===== src/rpm_pkg.sv =====
package rpm_pkg;

    // ------------------------------------------------------------------
    // Clock and settle timing
    // ------------------------------------------------------------------
    localparam int unsigned CORE_CLK_MHZ   = 40;
    localparam int unsigned SETTLE_TIME_US = 100;
    // Exact product, so no rounding is needed for the least hold time
    localparam int unsigned SETTLE_CYCLES  = SETTLE_TIME_US * CORE_CLK_MHZ;
    localparam int unsigned CNT_W          = 12;
    localparam logic [CNT_W-1:0] CNT_ZERO  = 12'h000;
    localparam logic [CNT_W-1:0] CNT_ONE   = 12'h001;
    localparam logic [CNT_W-1:0] CNT_LAST  = CNT_W'(SETTLE_CYCLES - 1);

    // ------------------------------------------------------------------
    // Clock multiplier seen by baud and square-wave dividers
    // ------------------------------------------------------------------
    localparam logic [3:0] RATIO_OFF   = 4'h1;
    localparam logic [3:0] RATIO_ON    = 4'h8;
    localparam logic       PLL_DEFAULT = 1'b1;

    // ------------------------------------------------------------------
    // Sequencer states and reset sources
    // ------------------------------------------------------------------
    typedef enum logic [2:0] {
        ST_HOLD   = 3'b001,
        ST_SETTLE = 3'b010,
        ST_RUN    = 3'b100
    } rpm_state_e;

    typedef struct packed {
        logic powerOn;
        logic brownOut;
        logic external;
        logic software;
    } rpm_src_s;

endpackage : rpm_pkg


===== src/rpm_settle_counter.sv =====
`timescale 1ns/1ps
module rpm_settle_counter
    import rpm_pkg::*;
(
    input  wire logic core_clk,
    input  wire logic nrst,
    input  wire logic run,
    output logic      done_q
);

    logic [CNT_W-1:0] count_q;
    logic [CNT_W-1:0] count_d;
    logic             done_d;

    // Counting on the crystal clock keeps the hold independent of PLL state
    always_comb begin
        count_d = CNT_ZERO;
        done_d  = 1'b0;
        if (run) begin
            if (count_q == CNT_LAST) begin
                count_d = count_q;
                done_d  = 1'b1;
            end else begin
                count_d = count_q + CNT_ONE;
            end
        end
    end

    always_ff @(posedge core_clk) begin
        if (!nrst) begin
            count_q <= CNT_ZERO;
            done_q  <= 1'b0;
        end else begin
            count_q <= count_d;
            done_q  <= done_d;
        end
    end

endmodule : rpm_settle_counter


===== src/rpm_reset_ctrl.sv =====
`timescale 1ns/1ps
module rpm_reset_ctrl
    import rpm_pkg::*;
(
    input  wire logic core_clk,
    input  wire logic nrst,
    input  wire logic extResetHi,
    input  wire logic brownOut,
    input  wire logic swModeWrite,
    input  wire logic swModeVal,
    input  wire logic swResetReq,
    output logic      coreResetN_q,
    output logic      pllEnable_q,
    output logic      reqMode_q,
    output logic [3:0] clkRatio_q
);

    // ------------------------------------------------------------------
    // Reset sources
    // ------------------------------------------------------------------
    rpm_src_s   src;
    logic       anySrc;
    logic       hardSrc;
    rpm_state_e state_q;
    rpm_state_e state_d;
    logic       coreResetN_d;
    logic       pllEnable_d;
    logic       reqMode_d;
    logic [3:0] clkRatio_d;
    logic       settleDone;

    always_comb begin
        src.powerOn  = ~nrst;
        src.brownOut = brownOut;
        src.external = extResetHi;
        src.software = swResetReq;
        anySrc  = src.powerOn | src.brownOut | src.external | src.software;
        hardSrc = src.powerOn | src.brownOut | src.external;
    end

    // ------------------------------------------------------------------
    // Sequencer
    // ------------------------------------------------------------------
    always_comb begin
        state_d      = state_q;
        coreResetN_d = 1'b0;
        if (anySrc) begin
            state_d = ST_HOLD;
        end else begin
            unique case (state_q)
                ST_HOLD: begin
                    state_d = ST_SETTLE;
                end
                ST_SETTLE: begin
                    if (settleDone) begin
                        state_d      = ST_RUN;
                        coreResetN_d = 1'b1;
                    end
                end
                ST_RUN: begin
                    coreResetN_d = 1'b1;
                end
                default: begin
                    state_d = ST_HOLD;
                end
            endcase
        end
    end

    rpm_settle_counter u_settle (
        .core_clk (core_clk),
        .nrst     (nrst),
        .run      (state_q == ST_SETTLE),
        .done_q   (settleDone)
    );

    // ------------------------------------------------------------------
    // PLL mode
    // ------------------------------------------------------------------
    // A hard source wins over a software reset arriving in the same cycle
    always_comb begin
        reqMode_d   = reqMode_q;
        pllEnable_d = pllEnable_q;
        if (swModeWrite) begin
            reqMode_d = swModeVal;
        end
        if (hardSrc) begin
            pllEnable_d = PLL_DEFAULT;
        end else if (src.software) begin
            pllEnable_d = reqMode_q;
        end
        clkRatio_d = pllEnable_d ? RATIO_ON : RATIO_OFF;
    end

    always_ff @(posedge core_clk) begin
        if (!nrst) begin
            state_q      <= ST_HOLD;
            coreResetN_q <= 1'b0;
            pllEnable_q  <= PLL_DEFAULT;
            reqMode_q    <= PLL_DEFAULT;
            clkRatio_q   <= RATIO_ON;
        end else begin
            state_q      <= state_d;
            coreResetN_q <= coreResetN_d;
            pllEnable_q  <= pllEnable_d;
            reqMode_q    <= reqMode_d;
            clkRatio_q   <= clkRatio_d;
        end
    end

    // ------------------------------------------------------------------
    // Hold length monitor
    // ------------------------------------------------------------------
    // Cycles since the last reset source, saturating at all ones; lets the
    // full settle hold be checked instead of only its first few cycles
    logic [CNT_W-1:0] holdCnt_q;
    logic [CNT_W-1:0] holdCnt_d;

    always_comb begin
        holdCnt_d = holdCnt_q;
        if (anySrc) begin
            holdCnt_d = CNT_ZERO;
        end else if (holdCnt_q != '1) begin
            holdCnt_d = holdCnt_q + CNT_ONE;
        end
    end

    always_ff @(posedge core_clk) begin
        if (!nrst) begin
            holdCnt_q <= CNT_ZERO;
        end else begin
            holdCnt_q <= holdCnt_d;
        end
    end

    // ------------------------------------------------------------------
    // Checks
    // ------------------------------------------------------------------
    a_ext_reset_hold: assert property (@(posedge core_clk)
        extResetHi |=> !coreResetN_q)
        else $error("core left reset while external reset high");

    a_por_reset_hold: assert property (@(posedge core_clk)
        !nrst |=> !coreResetN_q && pllEnable_q)
        else $error("power-on reset did not hold core with PLL on");

    a_brown_default: assert property (@(posedge core_clk) disable iff (!nrst)
        brownOut |=> !coreResetN_q && pllEnable_q)
        else $error("brown-out did not restore default mode");

    a_ratio_off: assert property (@(posedge core_clk) disable iff (!nrst)
        !pllEnable_q |-> clkRatio_q == RATIO_OFF)
        else $error("multiplier wrong with PLL off");

    a_ratio_on: assert property (@(posedge core_clk) disable iff (!nrst)
        pllEnable_q |-> clkRatio_q == RATIO_ON)
        else $error("multiplier wrong with PLL on");

    a_mode_run_stable: assert property (@(posedge core_clk) disable iff (!nrst)
        $changed(pllEnable_q) |-> !coreResetN_q ##1 !coreResetN_q)
        else $error("PLL mode changed outside reset");

    a_release_after: assert property (@(posedge core_clk) disable iff (!nrst)
        $rose(coreResetN_q) |-> $past(settleDone) && $past(state_q) == ST_SETTLE)
        else $error("core released before PLL settled");

    a_settle_min: assert property (@(posedge core_clk) disable iff (!nrst)
        $fell(coreResetN_q) |-> !coreResetN_q [*8])
        else $error("settle hold too short");

    a_mode_write: assert property (@(posedge core_clk) disable iff (!nrst)
        swModeWrite |=> reqMode_q == $past(swModeVal))
        else $error("requested mode not stored");

    a_sw_reset_mode: assert property (@(posedge core_clk) disable iff (!nrst)
        (swResetReq && !extResetHi && !brownOut) |=> !coreResetN_q && pllEnable_q == $past(reqMode_q))
        else $error("software reset did not apply requested mode");

    a_hold_length: assert property (@(posedge core_clk) disable iff (!nrst)
        $rose(coreResetN_q) |-> holdCnt_q > CNT_LAST)
        else $error("core released before full settle count");

    a_run_stays: assert property (@(posedge core_clk) disable iff (!nrst)
        (coreResetN_q && !anySrc) |=> coreResetN_q)
        else $error("core entered reset with no source");

    a_sw_hold: assert property (@(posedge core_clk) disable iff (!nrst)
        swResetReq |=> !coreResetN_q)
        else $error("software reset did not hold core");

    a_mode_no_source: assert property (@(posedge core_clk) disable iff (!nrst)
        !anySrc |=> $stable(pllEnable_q))
        else $error("PLL mode changed without a reset");

    a_req_kept: assert property (@(posedge core_clk) disable iff (!nrst)
        !swModeWrite |=> $stable(reqMode_q))
        else $error("requested mode changed without a write");

    a_ext_default: assert property (@(posedge core_clk) disable iff (!nrst)
        extResetHi |=> pllEnable_q == PLL_DEFAULT)
        else $error("external reset did not restore default mode");

    a_core_run_state: assert property (@(posedge core_clk) disable iff (!nrst)
        coreResetN_q |-> state_q == ST_RUN)
        else $error("core out of reset outside run state");

    a_hold_to_settle: assert property (@(posedge core_clk) disable iff (!nrst)
        (state_q == ST_HOLD && !anySrc) |=> state_q == ST_SETTLE)
        else $error("hold did not move on to settle");

    a_settle_done_state: assert property (@(posedge core_clk) disable iff (!nrst)
        settleDone |-> $past(state_q) == ST_SETTLE)
        else $error("settle done outside settle state");

endmodule : rpm_reset_ctrl


===== config.mk =====
export PLATFORM = sky130hd
export DESIGN_NAME = rpm_reset_ctrl
export DESIGN_NICKNAME = d
export VERILOG_FILES = /design/src/rpm_pkg.sv /design/src/rpm_settle_counter.sv /design/src/rpm_reset_ctrl.sv
export SDC_FILE = /design/constraint.sdc
export NUM_CORES = 1
export LEC_CHECK = 0
export ABC_AREA = 1
export CAP_MARGIN = 20
export CORE_UTILIZATION = 50
export CTS_CLUSTER_DIAMETER = 30
export CTS_CLUSTER_SIZE = 12
export DETAILED_ROUTE_END_ITERATION = 10
export DONT_BUFFER_PORTS = 1
export GPL_ROUTABILITY_DRIVEN = 0
export GPL_TIMING_DRIVEN = 0
export PLACE_DENSITY = 0.68
export SLEW_MARGIN = 20
export SYNTH_ARGS = -nofsm -noshare
export SYNTH_HDL_FRONTEND = slang
export SYNTH_SLANG_ARGS = --single-unit

===== constraint.sdc =====
create_clock -name core_clk -period 1.3 [get_ports core_clk]
set_input_delay 0.39 -clock core_clk [delete_from_list [all_inputs] [get_ports core_clk]]
set_output_delay 0.39 -clock core_clk [all_outputs]
set_load 0.02 [all_outputs]

==> metrics.yaml <==
worst_setup_path:
  crit_slowest_cell: "dfxtp_2"
  r2r_cells: 6
  worst-path-buf-inv: 1
  critPathRequiredTime_ns: 0.91
  crit_fanout: 3
  r2r-start: "u_settle.count_q[0]"
  cp-start-kind: "flop"
  cpPeakStageDelay_ns: 0.41
  regToRegEndpoint: "u_settle.count_q[0]"
  critPathTopFamily: "flip-flops"
  cp_cell_sequence: "buf_4"
  startpoint: "clkRatio_q[3]"
  reg2reg_setup_slack_ns: 0.09
  worstSetupPathType: "reg -> out"
  cp.depth: 1
  cp.arrival_ns: 0.87
  cp-end-kind: "output pin"
power_and_ir_drop:
  netSwitchingPower_mw: 0.210
  vdd_drop_max_v: 0.000847
  power.total_mw: 1.15
  leakagePower_nw: 0.369
  p_seq_share_pct: 54.3
  p_comb_share_pct: 2.0
  swShare_pct: 18.3
  power_frac_clock_pct: 43.7
  power_density_nw_per_um2: 1090
  intPower_mw: 0.939
sta:
  fmax_ghz: 0.792
  final.setup.worst_slack_ns: 0.0366
  final.min_clock_period_ns: 1.26
  setup_viol: 0
  hold_viol: 0
  fin_skew_ns: 0.00485
  slew_viol_final: 0
  fin_crit_sh_pct: 97.2
logic_synthesis:
  ys_seq_area_share_pct: 42.7
  yosysUniqueCellTypes: 24
  ys_ff_latch: 20
  syn_area_um2: 938
  syn_area_per_cell_um2: 7.45
  synthCells: 126
  synth_warnings: 0
route:
  drtIter0Drc: 15
  drc: 0
  routed_wl_mm: 1.60
  routed_via_density: 4.93
  wire_per_inst_um: 10.2
  ant_nets: 0
  num_vias: 774
  first_pass_iters: 4
die:
  die_w_um: 45.3
  core-area_um2: 1750
  fp.dieH_um: 45.3
  rows: 15
  io_pins: 14
  initial_core_util_pct: 53.8
  dieArea_um2: 2050
place:
  dp_slack_ns: 0.0472
  dpl.hpwl_mm: 1.09
  io_buffers: 0
clocking:
  cts_tree: "done"
  cts_root_buffer: "clkbuf_4"
  cts.path.max_buffers: 2
  numCtsBuffers: 3
  clock-sinks: 20
  clock_latency_ns: 0.30
  cts_hold_buf: 0
  htreeDepth: 1
  path_clk_slew_ns: 0.10
global_route:
  grt_pass1_wl_mm: 2.57
  track_usage_pct: 17.6
  grt_max_degree: 13
  antenna_found_initial: 0
  globalRoute.totalOverflow: 0
  grt_pass1_vias: 653
final_layout:
  most-common-layout-cells: "26 x nand2_1, 20 x inv_1, 17 x dfxtp_1, 14 x a21oi_1, 7 x nor2_1"
  final_common_cell: "nand2_1"
  final_layout_size_suffix_gt1_share_pct: 17.4
  syn2layout_area_growth_pct: 12.4
  antenna-diode-count: 0
  fillers: 165
  nets: 141
status:
  outcome: "complete, no violations"
min_path:
  holdPathStages: 1
  hp-start: "nrst"
  hold_path_end: "reqMode_q"
  worstHoldPathType: "in -> reg"
job:
  drv_cap: 0
## metrics by stage
stage	utilization, %	TNS [ns]	cells	hold WS, ns	area (µm²)
after floorplan	-	0	127	0.447	942
after global placement	55.8	0	152	0.459	973
after detailed placement	55.8	0	152	0.467	973
after CTS	58.9	0	156	0.178	1030
after global routing	60.4	-0.00503	157	0.183	1050
final	60.4	0	157	0.183	1050
## logic make-up after synthesis
kind of cell / synth area share, %
AO/OA/AOI/OAI: 11.2
XOR/XNOR: 1.87
adder cells (fa/ha/maj): 1.33
buffers and inverters: 10.9
flip-flops: 42.7
other: 0.400
AND/OR/NAND/NOR: 31.6
## flip-flops by register name, indices dropped and copies added (netlist names)
signal            flops
u_settle.done_q       1
reqMode_q             1
clkRatio_q            2
coreResetN_q          1
state_q               3
u_settle.count_q     12
## synth_stat cells (all sizes together)
master / count / area, µm²
dfxtp: 20 / 400
buf: 4 / 27.5
nand3: 7 / 47.6
o21ai: 4 / 20.0
a21oi: 14 / 70.1
nor3: 1 / 5.00
xor2: 1 / 8.76
a21o: 1 / 7.51
xnor2: 1 / 8.76
ha: 1 / 12.5
conb: 1 / 3.75
or2: 1 / 6.26
nand4: 5 / 31.3
nand2: 27 / 104
nand3b: 3 / 22.5
inv: 20 / 75.1
o211ai: 1 / 7.51
nor2: 14 / 80.1
## timing repair
action	4_1_cts	5_1_grt
pin swaps	0	2
setup endpoints to repair	1	10
setup buffers	0	1
resized for setup	1	5
## power groups by stage
stage | sequential, mW | combinational, mW | clock, mW
final | 0.623 | 0.0233 | 0.502
after CTS | 0.624 | 0.0232 | 0.516
after detailed placement | 0.638 | 0.0231 | 0
after global routing | 0.624 | 0.0259 | 0.540
after floorplan | 0.637 | 0.0214 | 0
after global placement | 0.637 | 0.0226 | 0
## how the worst max path moves through the flow
stage	endpoint	slack (ns)
after global placement	u_settle.count_q[0]	0.07
after floorplan	u_settle.count_q[0]	0.19
after CTS	clkRatio_q[3]	0.02
final	clkRatio_q[3]	0.04
after detailed placement	u_settle.count_q[0]	0.05
after global routing	u_settle.count_q[0]	-0.005
## area by class of cell
class	count	area [µm²]	share of cell area [%]
multi-input combinational	83	457	43.3
sequential	20	404	38.3
inverter	20	75.1	7.12
tap	25	31.3	2.97
clock inverter	1	30.0	2.85
buffer	4	27.5	2.61
clock buffer	3	22.5	2.14
timing repair buffer	1	7.51	0.712
## metal layers
metal | track usage, % | part of all wire [%] | vias up
met5 | 0 | 0 | -
met4 | 9.09 | 1.7 | 0
met3 | 3.60 | 4.6 | 4
met2 | 30.4 | 50 | 18
met1 | 20.2 | 44 | 341
li1 | - | - | 411
(Power assumes the default switching activity.)
